### config.mk
export PLATFORM = sky130hd
export DESIGN_NAME = pwc_capture
export DESIGN_NICKNAME = d
export VERILOG_FILES = /design/src/verilog/pwc_pkg.sv /design/src/verilog/pwc_capture.sv
export SDC_FILE = /design/constraint.sdc
export NUM_CORES = 1
export LEC_CHECK = 0
export ABC_CLOCK_PERIOD_IN_PS = 4100
export BUFFER_PORTS_ARGS = -buffer_cell sky130_fd_sc_hd__clkbuf_2
export CORE_MARGIN = 1
export CORE_UTILIZATION = 45
export CTS_BUF_LIST = sky130_fd_sc_hd__clkbuf_16
export CTS_CLUSTER_DIAMETER = 150
export DETAILED_ROUTE_END_ITERATION = 6
export PLACE_DENSITY = 0.67
export SYNTH_ARGS = -nofsm -noshare
export SYNTH_HDL_FRONTEND = slang
export SYNTH_SLANG_ARGS = --single-unit
### constraint.sdc
create_clock -name clk -period 4.1 [get_ports clk]
set_input_delay 0.205 -clock clk [delete_from_list [all_inputs] [get_ports clk]]
set_output_delay 0.205 -clock clk [all_outputs]
set_load 0.01 [all_outputs]
### src/verilog/pwc_pkg.sv
package pwc_pkg;
  // ----------------------------------------
  // register indices (byte address = 4 * index)
  // ----------------------------------------
  localparam logic [7:0] OFS_CONTROL = 8'h34;
  localparam logic [7:0] OFS_CLKSEL = 8'h35;
  localparam logic [7:0] OFS_RESULT_HIGH = 8'h36;
  localparam logic [7:0] OFS_RESULT_LOW = 8'h37;
  localparam logic [7:0] OFS_IRQ_STATUS = 8'h38;
  localparam logic [7:0] OFS_IRQ_MASK = 8'h39;
  localparam int ADDR_W = 10;

  // ----------------------------------------
  // control register fields
  // ----------------------------------------
  localparam int CTL_START = 7;
  localparam int CTL_OVF = 6;
  localparam int CTL_FRONT = 5;
  localparam int CTL_BACK = 4;
  localparam int CTL_SRC_LO = 0;
  localparam logic [7:0] CTL_RESET = 8'h00;

  // ----------------------------------------
  // clock select register fields
  // ----------------------------------------
  localparam int CS_CLK_LO = 2;
  localparam int CS_DIV_LO = 0;
  localparam logic [3:0] CS_RESET = 4'h0;

  // ----------------------------------------
  // codes
  // ----------------------------------------
  localparam logic [2:0] SRC_PIN_A0 = 3'h0;
  localparam logic [2:0] SRC_PIN_A5 = 3'h1;
  localparam logic [2:0] SRC_PIN_A6 = 3'h2;
  localparam logic [2:0] SRC_PIN_B0 = 3'h3;
  localparam logic [2:0] SRC_PIN_B7 = 3'h4;
  localparam logic [2:0] SRC_CMP = 3'h5;
  localparam logic [1:0] CLK_SYS = 2'h0;
  localparam logic [1:0] CLK_RC = 2'h1;
  localparam logic [1:0] CLK_OSC = 2'h2;
  localparam logic [5:0] DIV1_MASK = 6'h00;
  localparam logic [5:0] DIV4_MASK = 6'h03;
  localparam logic [5:0] DIV16_MASK = 6'h0f;
  localparam logic [5:0] DIV64_MASK = 6'h3f;

  // ----------------------------------------
  // interrupt status bits
  // ----------------------------------------
  localparam int IRQ_DONE = 0;
  localparam int IRQ_OVF = 1;
  localparam logic [1:0] IRQ_RESET = 2'h0;
  localparam logic [15:0] RESULT_RESET = 16'h0000;

  typedef enum logic [2:0] {
    PWC_IDLE = 3'b001,
    PWC_ARMED = 3'b010,
    PWC_COUNT = 3'b100
  } pwc_state_e;
endpackage

### src/verilog/pwc_capture.sv
`timescale 1ns/10ps
// Operation
// - writing one to start begins capture; hardware clears it when finished
// - overflow flag set whenever the capture counter wraps during measurement
// - front edge select: zero rising, one falling opens the measurement
// - back edge select: zero rising, one falling closes the measurement
// - source field picks five port pins or comparator; other codes reserved
// - clock field picks system, fast internal rc or external oscillator clock
// - divider field pre-divides counting clock by 1, 4, 16 or 64
// - result high byte readable at location 0x36
// - result low byte readable at location 0x37
module pwc_capture (
  input wire logic clk,
  input wire logic rst,
  input wire logic psel,
  input wire logic penable,
  input wire logic pwrite,
  input wire logic [pwc_pkg::ADDR_W-1:0] paddr,
  input wire logic [31:0] pwdata,
  output logic [31:0] prdata,
  output logic pready,
  output logic pslverr,
  input wire logic port_a_pin_zero,
  input wire logic port_a_pin_five,
  input wire logic port_a_pin_six,
  input wire logic port_b_pin_zero,
  input wire logic port_b_pin_seven,
  input wire logic comparatorOut,
  input wire logic fast_internal_rc_clock,
  input wire logic external_oscillator_clock,
  output logic irq
);
  import pwc_pkg::*;

  // ----------------------------------------
  // input synchronisers
  // ----------------------------------------
  // bits 0..5: measured inputs, 6: rc clock, 7: oscillator clock
  localparam int NIN = 8;
  logic [NIN-1:0] rawIn;
  logic [NIN-1:0] sync1_r;
  logic [NIN-1:0] sync2_r;
  logic [NIN-1:0] sync3_r;
  logic [NIN-1:0] stable_r;
  logic [NIN-1:0] stable_nxt;
  logic [NIN-1:0] rise;
  logic [NIN-1:0] fall;

  assign rawIn = {external_oscillator_clock, fast_internal_rc_clock, comparatorOut,
                  port_b_pin_seven, port_b_pin_zero, port_a_pin_six, port_a_pin_five,
                  port_a_pin_zero};
  // a change is taken only once stages two and three agree
  assign stable_nxt = (sync2_r & sync3_r) | (stable_r & (sync2_r | sync3_r));
  assign rise = stable_nxt & ~stable_r;
  assign fall = ~stable_nxt & stable_r;

  always_ff @(posedge clk or posedge rst) begin
    if (rst) begin
      sync1_r <= '0;
      sync2_r <= '0;
      sync3_r <= '0;
      stable_r <= '0;
    end else begin
      sync1_r <= rawIn;
      sync2_r <= sync1_r;
      sync3_r <= sync2_r;
      stable_r <= stable_nxt;
    end
  end

  // ----------------------------------------
  // helpers
  // ----------------------------------------
  function automatic logic edgeHit(input logic r, input logic f, input logic selFall);
    edgeHit = selFall ? f : r;
  endfunction

  function automatic logic [5:0] divMask(input logic [1:0] code);
    case (code)
      2'h0: divMask = DIV1_MASK;
      2'h1: divMask = DIV4_MASK;
      2'h2: divMask = DIV16_MASK;
      default: divMask = DIV64_MASK;
    endcase
  endfunction

  // edge strobe of the routed input; reserved codes never see an edge
  function automatic logic srcEdge(input logic [2:0] code, input logic [5:0] ev);
    case (code)
      SRC_PIN_A0: srcEdge = ev[0];
      SRC_PIN_A5: srcEdge = ev[1];
      SRC_PIN_A6: srcEdge = ev[2];
      SRC_PIN_B0: srcEdge = ev[3];
      SRC_PIN_B7: srcEdge = ev[4];
      SRC_CMP: srcEdge = ev[5];
      default: srcEdge = 1'b0;
    endcase
  endfunction

  // one tick of the counting clock ahead of the divider
  function automatic logic clkTick(input logic [1:0] code, input logic rcRise,
                                   input logic oscRise);
    case (code)
      CLK_SYS: clkTick = 1'b1;
      CLK_RC: clkTick = rcRise;
      CLK_OSC: clkTick = oscRise;
      default: clkTick = 1'b0;
    endcase
  endfunction

  // ----------------------------------------
  // registers
  // ----------------------------------------
  logic startBit_r;
  logic ovfBit_r;
  logic frontFall_r;
  logic backFall_r;
  logic [2:0] srcSel_r;
  logic [1:0] clkSel_r;
  logic [1:0] divSel_r;
  logic [15:0] result_r;
  logic [15:0] count_r;
  logic [5:0] preCnt_r;
  logic [1:0] irqStatus_r;
  logic [1:0] irqMask_r;
  logic [31:0] prdata_r;
  logic pready_r;
  logic pslverr_r;
  logic irq_r;
  pwc_state_e state_r;
  pwc_state_e state_nxt;

  // ----------------------------------------
  // apb decode
  // ----------------------------------------
  wire aligned = (paddr[1:0] == 2'h0);
  wire [7:0] regIdx = paddr[ADDR_W-1:2];
  wire hitCtl = aligned && (regIdx == OFS_CONTROL);
  wire hitCs = aligned && (regIdx == OFS_CLKSEL);
  wire hitRh = aligned && (regIdx == OFS_RESULT_HIGH);
  wire hitRl = aligned && (regIdx == OFS_RESULT_LOW);
  wire hitSt = aligned && (regIdx == OFS_IRQ_STATUS);
  wire hitMk = aligned && (regIdx == OFS_IRQ_MASK);
  wire mapped = hitCtl | hitCs | hitRh | hitRl | hitSt | hitMk;
  // answer one cycle into the access phase
  wire accessFirst = psel && penable && !pready_r;
  wire commit = psel && penable && pready_r;
  wire wrCtl = commit && pwrite && hitCtl;
  wire wrCs = commit && pwrite && hitCs;
  wire wrSt = commit && pwrite && hitSt;
  wire wrMk = commit && pwrite && hitMk;

  wire [7:0] ctlView = {startBit_r, ovfBit_r, frontFall_r, backFall_r, 1'b0, srcSel_r};
  wire [7:0] rdCtl = hitCtl ? ctlView : 8'h00;
  wire [7:0] rdRh = hitRh ? result_r[15:8] : 8'h00;
  wire [7:0] rdRl = hitRl ? result_r[7:0] : 8'h00;
  wire [7:0] rdSt = hitSt ? {6'h00, irqStatus_r} : 8'h00;
  wire [7:0] rdMk = hitMk ? {6'h00, irqMask_r} : 8'h00;
  // clock select is write-only, so it adds nothing to the read path
  wire [7:0] readByte = rdCtl | rdRh | rdRl | rdSt | rdMk;

  // ----------------------------------------
  // measurement path
  // ----------------------------------------
  wire srcRise = srcEdge(srcSel_r, rise[5:0]);
  wire srcFall = srcEdge(srcSel_r, fall[5:0]);
  wire frontHit = edgeHit(srcRise, srcFall, frontFall_r);
  wire backHit = edgeHit(srcRise, srcFall, backFall_r);

  // rc and oscillator ticks follow the synchronised rising edge, so they
  // must run well below half of clk to be counted faithfully
  wire srcTick = clkTick(clkSel_r, rise[6], rise[7]);
  wire [5:0] mask = divMask(divSel_r);
  wire divTick = srcTick && ((preCnt_r & mask) == mask);
  wire counting = (state_r == PWC_COUNT);
  wire wrapEv = counting && !backHit && divTick && (count_r == 16'hffff);
  wire doneEv = counting && backHit;
  wire startReq = wrCtl && pwdata[CTL_START] && (state_r == PWC_IDLE);
  wire abortReq = wrCtl && !pwdata[CTL_START];

  always_comb begin
    state_nxt = state_r;
    case (state_r)
      PWC_IDLE: begin
        if (startReq) begin
          state_nxt = PWC_ARMED;
        end
      end
      PWC_ARMED: begin
        if (abortReq) begin
          state_nxt = PWC_IDLE;
        end else if (frontHit) begin
          state_nxt = PWC_COUNT;
        end
      end
      PWC_COUNT: begin
        if (abortReq || backHit) begin
          state_nxt = PWC_IDLE;
        end
      end
      default: state_nxt = PWC_IDLE;
    endcase
  end

  always_ff @(posedge clk or posedge rst) begin
    if (rst) begin
      state_r <= PWC_IDLE;
    end else begin
      state_r <= state_nxt;
    end
  end

  // ----------------------------------------
  // counter and result
  // ----------------------------------------
  wire frontStart = (state_r == PWC_ARMED) && frontHit;

  always_ff @(posedge clk or posedge rst) begin
    if (rst) begin
      preCnt_r <= '0;
    end else if (frontStart) begin
      preCnt_r <= '0;
    end else if (counting && !backHit && srcTick) begin
      preCnt_r <= preCnt_r + 6'h01;
    end
  end

  always_ff @(posedge clk or posedge rst) begin
    if (rst) begin
      count_r <= RESULT_RESET;
    end else if (frontStart) begin
      count_r <= '0;
    end else if (counting && !backHit && divTick) begin
      count_r <= count_r + 16'h0001;
    end
  end

  always_ff @(posedge clk or posedge rst) begin
    if (rst) begin
      result_r <= RESULT_RESET;
    end else if (doneEv) begin
      result_r <= count_r;
    end
  end

  // ----------------------------------------
  // control and clock select
  // ----------------------------------------
  always_ff @(posedge clk or posedge rst) begin
    if (rst) begin
      startBit_r <= CTL_RESET[CTL_START];
    end else begin
      startBit_r <= (state_nxt != PWC_IDLE);
    end
  end

  always_ff @(posedge clk or posedge rst) begin
    if (rst) begin
      ovfBit_r <= CTL_RESET[CTL_OVF];
    end else if (wrapEv) begin
      ovfBit_r <= 1'b1;  // set wins over a clearing write
    end else if (wrCtl && !pwdata[CTL_OVF]) begin
      ovfBit_r <= 1'b0;
    end
  end

  // a start while busy is ignored, but the field bits still land
  always_ff @(posedge clk or posedge rst) begin
    if (rst) begin
      frontFall_r <= CTL_RESET[CTL_FRONT];
      backFall_r <= CTL_RESET[CTL_BACK];
      srcSel_r <= CTL_RESET[CTL_SRC_LO +: 3];
    end else if (wrCtl) begin
      frontFall_r <= pwdata[CTL_FRONT];
      backFall_r <= pwdata[CTL_BACK];
      srcSel_r <= pwdata[CTL_SRC_LO +: 3];
    end
  end

  always_ff @(posedge clk or posedge rst) begin
    if (rst) begin
      clkSel_r <= CS_RESET[CS_CLK_LO +: 2];
      divSel_r <= CS_RESET[CS_DIV_LO +: 2];
    end else if (wrCs) begin
      clkSel_r <= pwdata[CS_CLK_LO +: 2];
      divSel_r <= pwdata[CS_DIV_LO +: 2];
    end
  end

  // ----------------------------------------
  // interrupts
  // ----------------------------------------
  wire [1:0] events = {wrapEv, doneEv};
  wire [1:0] stClear = wrSt ? pwdata[1:0] : 2'h0;
  // a new event outranks a clearing write in the same cycle
  wire [1:0] stNext = (irqStatus_r & ~stClear) | events;

  always_ff @(posedge clk or posedge rst) begin
    if (rst) begin
      irqStatus_r <= IRQ_RESET;
    end else begin
      irqStatus_r <= stNext;
    end
  end

  always_ff @(posedge clk or posedge rst) begin
    if (rst) begin
      irqMask_r <= IRQ_RESET;
    end else if (wrMk) begin
      irqMask_r <= pwdata[1:0];
    end
  end

  // built from the next status so the line rises with the sticky bit
  always_ff @(posedge clk or posedge rst) begin
    if (rst) begin
      irq_r <= 1'b0;
    end else begin
      irq_r <= |(stNext & irqMask_r);
    end
  end

  // ----------------------------------------
  // apb answer
  // ----------------------------------------
  always_ff @(posedge clk or posedge rst) begin
    if (rst) begin
      prdata_r <= '0;
      pready_r <= 1'b0;
      pslverr_r <= 1'b0;
    end else begin
      pready_r <= accessFirst;
      pslverr_r <= accessFirst && !mapped;
      if (accessFirst) begin
        prdata_r <= {24'h000000, readByte};
      end
    end
  end

  assign prdata = prdata_r;
  assign pready = pready_r;
  assign pslverr = pslverr_r;
  assign irq = irq_r;
endmodule // pwc_capture

Yosys cells after proc, flatten, opt, wreduce, memory -nomap -nowiden
Index checks and enable logic that the tools add are counted.
{"block": "totals", "ff_bits": 99, "inputBits": 55, "output_inout_bits": 35, "elab_cells": 129}
{"block": "op_classes", "n_addsub": 2, "eq_ne": 21, "n_mux": 23, "bitwise_logic": 22, "reduce_logical": 40}
{"cell": "$eq 8x6->1 const B", "count": 6}
{"cell": "$mux 16", "count": 2}
{"cell": "$or 8x8->8", "count": 4}
{"cell": "$logic_and 1x1->1", "count": 26}
{"cell": "$and 8x8->8", "count": 3}
{"cell": "$mux 8", "count": 3}
{"cell": "$pmux 6 s3", "count": 1}
{"cell": "$add 16x1->16 const B", "count": 1}
{"cell": "$eq 16x16->1 const B", "count": 1}
{"cell": "$or 8x2->8", "count": 2}
{"cell": "$and 6x6->6", "count": 2}
{"cell": "$mux 3", "count": 4}
{"cell": "$mux 6", "count": 2}
{"cell": "$pmux 1 s6", "count": 2}
{"cell": "$eq 3x2->1 const B", "count": 3}
{"cell": "$eq 3x3->1 const B", "count": 3}
{"cell": "$pmux 3 s3", "count": 1}
{"cell": "$not 8->8", "count": 1}
{"cell": "$add 6x1->6 const B", "count": 1}
{"cell": "$eq 3x1->1 const B", "count": 2}
{"cell": "$eq 6x6->1", "count": 1}
{"cell": "$logic_not 2->1", "count": 3}
{"cell": "$mux 2", "count": 3}
{"cell": "$not 6->6", "count": 1}
{"cell": "other kinds (14)", "count": 30}

Longest topological paths before layout
{"block": "depth", "ltp_word": 14, "mapped_depth": 9, "depth_no_buf": 7}

Worst setup path after synthesis
No wires, ideal clock.
{"block": "synth_path", "kind": "register -> register", "startpoint": "register srcSel_r[0]", "endpoint": "register count_r[9]", "setup_time_ns": 0.078, "arrival_ns": 2.197, "required_time_ns": 4.022, "slack_ns": 1.825, "path_stages_with_launch": 9, "n_path_buf": 1, "period_less_slack_ns": 2.275, "path_cell_list": "dfrtp_1 -> nor3b_1 -> and4b_1 -> nor3b_4 -> nand3b_4 -> a2111o_1 -> buf_6 -> or3_1 -> a21oi_1"}
{"block": "synth_via", "elab_chain_len": 7}
{"item": "start, declared", "line": "pwc_capture.sv:118", "text": "logic [2:0] srcSel_r;"}
{"item": "start signal, assigned", "line": "pwc_capture.sv:272", "text": "srcSel_r <= CTL_RESET[CTL_SRC_LO +: 3];"}
{"item": "start signal, assigned", "line": "pwc_capture.sv:276", "text": "srcSel_r <= pwdata[CTL_SRC_LO +: 3];"}
{"item": "$eq 3x3->1, or another cell as far along", "line": "pwc_capture.sv:89", "text": "case (code)"}
{"item": "$pmux 1 s6", "line": "pwc_capture.sv:89"}
{"item": "$mux 1", "line": "pwc_capture.sv:75", "text": "edgeHit = selFall ? f : r;"}
{"item": "$logic_not 1->1", "line": "pwc_capture.sv:233", "text": "end else if (counting && !backHit && divTick) begin"}
{"item": "$logic_and 1x1->1 (2 in series)", "line": "pwc_capture.sv:233"}
{"item": "$reduce_bool 2->1 (no line)"}
{"item": "end signal, assigned", "line": "pwc_capture.sv:234", "text": "count_r <= count_r + 16'h0001;"}
{"item": "end, declared", "line": "pwc_capture.sv:122", "text": "logic [15:0] count_r;"}
Parallel ways exist; a longest one is shown, timed or not.
A chain may end at the register's enable or synchronous reset.

Worst setup path after layout
{"block": "layout_path", "startpoint": "register srcSel_r[2]", "endpoint": "register result_r[4]"}
{"block": "layout_via", "elab_chain_len": 4}
{"item": "$eq 3x3->1, or another cell as far along", "line": "pwc_capture.sv:89"}
{"item": "$pmux 1 s6", "line": "pwc_capture.sv:89"}
{"item": "$mux 1 (*)", "line": "pwc_capture.sv:75"}
{"item": "$logic_and 1x1->1 (*)", "line": "pwc_capture.sv:177", "text": "wire doneEv = counting && backHit;"}
{"item": "end signal, assigned", "line": "pwc_capture.sv:242", "text": "result_r <= count_r;"}
{"item": "end, declared", "line": "pwc_capture.sv:121", "text": "logic [15:0] result_r;"}
Mark *: on every way between the ends. The rest lies on a longest branch, timed or not.

==> results.py <==
metrics = {
    "status": {
        "run_status": "finished clean",
    },
    "placement": {
        "dpl-instance-area_um2": 4720,
        "gpl.final_weighted_congestion": 0.841,
        "post-dp-hpwl_um": 5920,
        "port_buffer_count": 41,
    },
    "cells_and_area": {
        "ratio_of_cells_with_drive_above_1_in_the_final_layout_pct": 19.3,
        "fillCellCount": 861,
        "seq_area_um2": 2480,
        "areaGrowthSynthToFinish_pct": 14.2,
        "design.final.nets": 518,
        "antenna-diode-count": 0,
        "layout.cell_area.non_filler_um2": 5130,
        "area_of_the_multi_input_gates_um2": 1810,
    },
    "timing": {
        "fmax_ghz": 0.362,
        "slew_violations": 0,
        "grt_setup_unrepaired": "false",
        "fin_crit_sh_pct": 67.3,
        "hold_ws_ns": 0.0291,
        "worst_pin_slew_ns": 0.957,
        "timing.final.hold_violations": 0,
        "finalWorstPathRequiredPeriod_ns": 2.76,
        "setup-violations-final": 0,
        "slew_headroom_pct": 36.1,
        "fin_tns_setup_ns": 0,
        "clock_skew_ns": 0.00651,
    },
    "power": {
        "switching_component_of_the_power_uw": 446,
        "cellInternalPower_uw": 1580,
        "ir_drop_uv": 271,
        "switching_share_pct": 22.1,
        "clkPwrFrac_pct": 45.7,
        "totalPowerFinal_uw": 2020,
        "power.share.combinational_pct": 4.2,
        "power.share.sequential_pct": 50.1,
        "power_per_cell_area_nw_per_um2": 394,
        "power.leakage_uw": 0.00236,
    },
    "worst_setup_path": {
        "crit_buf_inv": 0,
        "slowest_delay_ns": 0.71,
        "type_of_destination_of_the_critical_path": "flop",
        "worst-endpoint-arrival_ns": 2.98,
        "worst_path_most_repeated_cell": "sky130_fd_sc_hd__nand3_1",
        "timing.critical_path.fanout_max": 23,
        "cp_data_required_time_ns": 4.32,
        "worstPathCellList": "nor3b_1 -> nand3_1 -> and4_1 -> nand4_2 -> nand3_1 -> mux2_2",
        "setup.worst_path.start_class": "flop",
        "timing.critical_path.slowest_stage_cell": "sky130_fd_sc_hd__nand3_1",
        "critical_path.top_delay_family": "simple AND/OR/NAND/NOR gates",
        "crit_type": "reg2reg",
    },
    "detailed_routing": {
        "totalWireLength_um": 8390,
        "vias": 3082,
        "post_drt_wl_per_cell_um": 14.0,
        "drt_drc_violations_left": 0,
        "avgViaCountPerCell": 5.15,
        "drt_iter0_markers": 197,
        "route.antenna.remaining_nets": 0,
        "drt-pass1-iter-count": 5,
    },
    "die": {
        "core_area_um2": 9730,
        "initial_core_util_pct": 46.2,
        "dieWidth_um": 102,
        "die_area_um2": 10400,
        "std_cell_rows": 36,
        "die_h_um": 102,
        "top_level_ports": 90,
    },
    "logic_synthesis": {
        "post_synth_edffs": 0,
        "yosys.cell_count.top_type": "sky130_fd_sc_hd__dfrtp_1",
        "ys_dominant_reg_cell": "sky130_fd_sc_hd__dfrtp_1",
        "netlist_area_um2": 4490,
        "yosys-top-cells-count": "98 x sky130_fd_sc_hd__dfrtp_1, 35 x sky130_fd_sc_hd__nand2_1, 34 x sky130_fd_sc_hd__nor2_1, 32 x sky130_fd_sc_hd__o21ai_0",
        "synth_cell_types": 57,
        "synthArstFlopShare_pct": 100,
        "post_synth_main_area_contributors": "sky130_fd_sc_hd__dfrtp_1 55%, sky130_fd_sc_hd__mux2_2 5.3%, sky130_fd_sc_hd__buf_4 4.0%",
        "synth_top_cell_area_share_pct": 54.6,
        "synth-warning-count": 0,
        "synth-seq-area-share_pct": 55.2,
        "ys_ff_latch": 99,
        "synthDominantAreaCellType": "sky130_fd_sc_hd__dfrtp_1",
        "synth_area_per_cell_um2": 10.9,
        "postSynthCellCount": 411,
    },
    "cts": {
        "tritoncts": "done",
        "postCtsResizedCells": 0,
        "path_clk_slew_ns": 0.07,
        "cts_inserted_buffers": 9,
        "number_of_post_cts_setup_repair_buffers": 0,
        "cts.root.buffer_cell": "sky130_fd_sc_hd__clkbuf_16",
        "htree_num_levels": 3,
        "clock-sinks": 99,
        "hold_buffers": 8,
        "clk_path_buf_depth": 2,
        "clock_latency_ns": 0.34,
    },
    "grt": {
        "vias_in_the_first_global_route": 2950,
        "grt_overflow": 0,
        "globalRouteTotalUtil_pct": 17.2,
        "antenna_violations_before_repair": 0,
        "grt_start_max_net_pins": 73,
        "grt_first_pass_wirelength_um": 13900,
    },
    "worst_hold_path": {
        "hold_path.class": "in2async",
    },
    "flow_run": {
        "drv.max_cap_violation_count": 0,
    },
}
-- state kept, by name, summed over array words and instances (netlist names), 2 cells and up --
name,cells
state_r,3
result_r,16
prdata,8
irqMask_r,2
stable_r,8
divSel_r,2
sync1_r,8
sync2_r,8
sync3_r,8
clkSel_r,2
srcSel_r,3
count_r,16
preCnt_r,6
irqStatus_r,2
-- layout by cell type (no fill, tap or decap), types with 2 or more instances in the layout --
master / n
sky130_fd_sc_hd__a21oi_1: 24
sky130_fd_sc_hd__a22oi_1: 2
sky130_fd_sc_hd__and2_1: 2
sky130_fd_sc_hd__and3b_1: 4
sky130_fd_sc_hd__bufinv_16: 2
sky130_fd_sc_hd__clkbuf_16: 9
sky130_fd_sc_hd__clkbuf_2: 41
sky130_fd_sc_hd__clkinv_4: 2
sky130_fd_sc_hd__conb_1: 24
sky130_fd_sc_hd__dfrtp_1: 98
sky130_fd_sc_hd__dlygate4sd3_1: 8
sky130_fd_sc_hd__ha_1: 2
sky130_fd_sc_hd__inv_1: 13
sky130_fd_sc_hd__inv_6: 2
sky130_fd_sc_hd__maj3_1: 7
sky130_fd_sc_hd__mux2_2: 21
sky130_fd_sc_hd__mux2i_1: 11
sky130_fd_sc_hd__nand2_1: 35
sky130_fd_sc_hd__nand2b_1: 4
sky130_fd_sc_hd__nand3_1: 15
sky130_fd_sc_hd__nand3b_1: 3
sky130_fd_sc_hd__nand4_1: 8
sky130_fd_sc_hd__nor2_1: 34
sky130_fd_sc_hd__nor3_1: 4
sky130_fd_sc_hd__nor3b_1: 2
sky130_fd_sc_hd__o21a_1: 2
sky130_fd_sc_hd__o21ai_0: 32
sky130_fd_sc_hd__o221ai_1: 2
sky130_fd_sc_hd__o22ai_1: 2
sky130_fd_sc_hd__o31ai_1: 4
sky130_fd_sc_hd__or3_1: 12
sky130_fd_sc_hd__xnor2_1: 6
-- cell type report --
cell class | count | area share (%)
flip-flops and latches | 99 | 48.3
multi-input cells | 287 | 35.2
repair buffers | 50 | 5.71
clock buffers | 9 | 4.39
well taps | 133 | 3.24
clock inverters | 7 | 2.07
inverters | 14 | 1.07
-- stage by stage --
step / setup WS [ns] / cells / utilization, %
2_1_floorplan: 1.31 / 434 / -
3_3_place_gp: 1.36 / 575 / 48.5
3_5_place_dp: 1.36 / 575 / 48.5
4_1_cts: 1.34 / 599 / 52.7
5_1_grt: 1.06 / 599 / 52.7
6_report: 1.34 / 599 / 52.7
-- cell families after synthesis --
kind of cell / count (synthesis) / synth area share, %
AOI/OAI and AO/OA: 77 / 10.3
and+or+nand+nor: 139 / 16.9
xor gates and xnor gates: 6 / 1.17
muxes: 32 / 7.72
DFF: 99 / 55.2
adders and majority gates: 9 / 2.12
other: 1 / 0.0835
buffers and inverters: 48 / 6.55
-- worst register-to-register path, delay by kind of cell (launching register included) --
family | cells | cell delay [ns]
flip-flops | 1 | 0.51
multiplexers | 1 | 0.56
AND/OR/NAND/NOR | 5 | 1.57
-- layer usage --
metal  part of all wire (%)  GRT usage (%)
met5                      0              0
met4                    1.2           6.15
met3                    2.4           2.87
met2                     48           28.2
met1                     49           23.3
-- power groups by stage --
stage / Combinational, µW / Clock (µW) / Sequential (µW)
floorplan: 66.6 / 0 / 1030
global placement: 79.3 / 0 / 1030
detailed placement: 81.3 / 0 / 1030
CTS: 87.2 / 942 / 1010
global route: 98.6 / 979 / 1020
finish: 85.0 / 925 / 1010
-- final timing paths --
path | start | end | slack [ns] | cells after the start
max | srcSel_r[2] | result_r[4] | 1.34 | 6
min in group clk | pwdata[5] | frontFall_r | 0.11 | 2
min reg2reg | sync1_r[6] | sync2_r[6] | 0.35 | 0
max reg2reg | srcSel_r[2] | result_r[4] | 1.34 | 6
min | rst | sync1_r[6] | 0.03 | 2
max in group asynchronous | rst | startBit_r | 3.19 | 3
No activity file was read; power rests on OpenSTA's default activity.
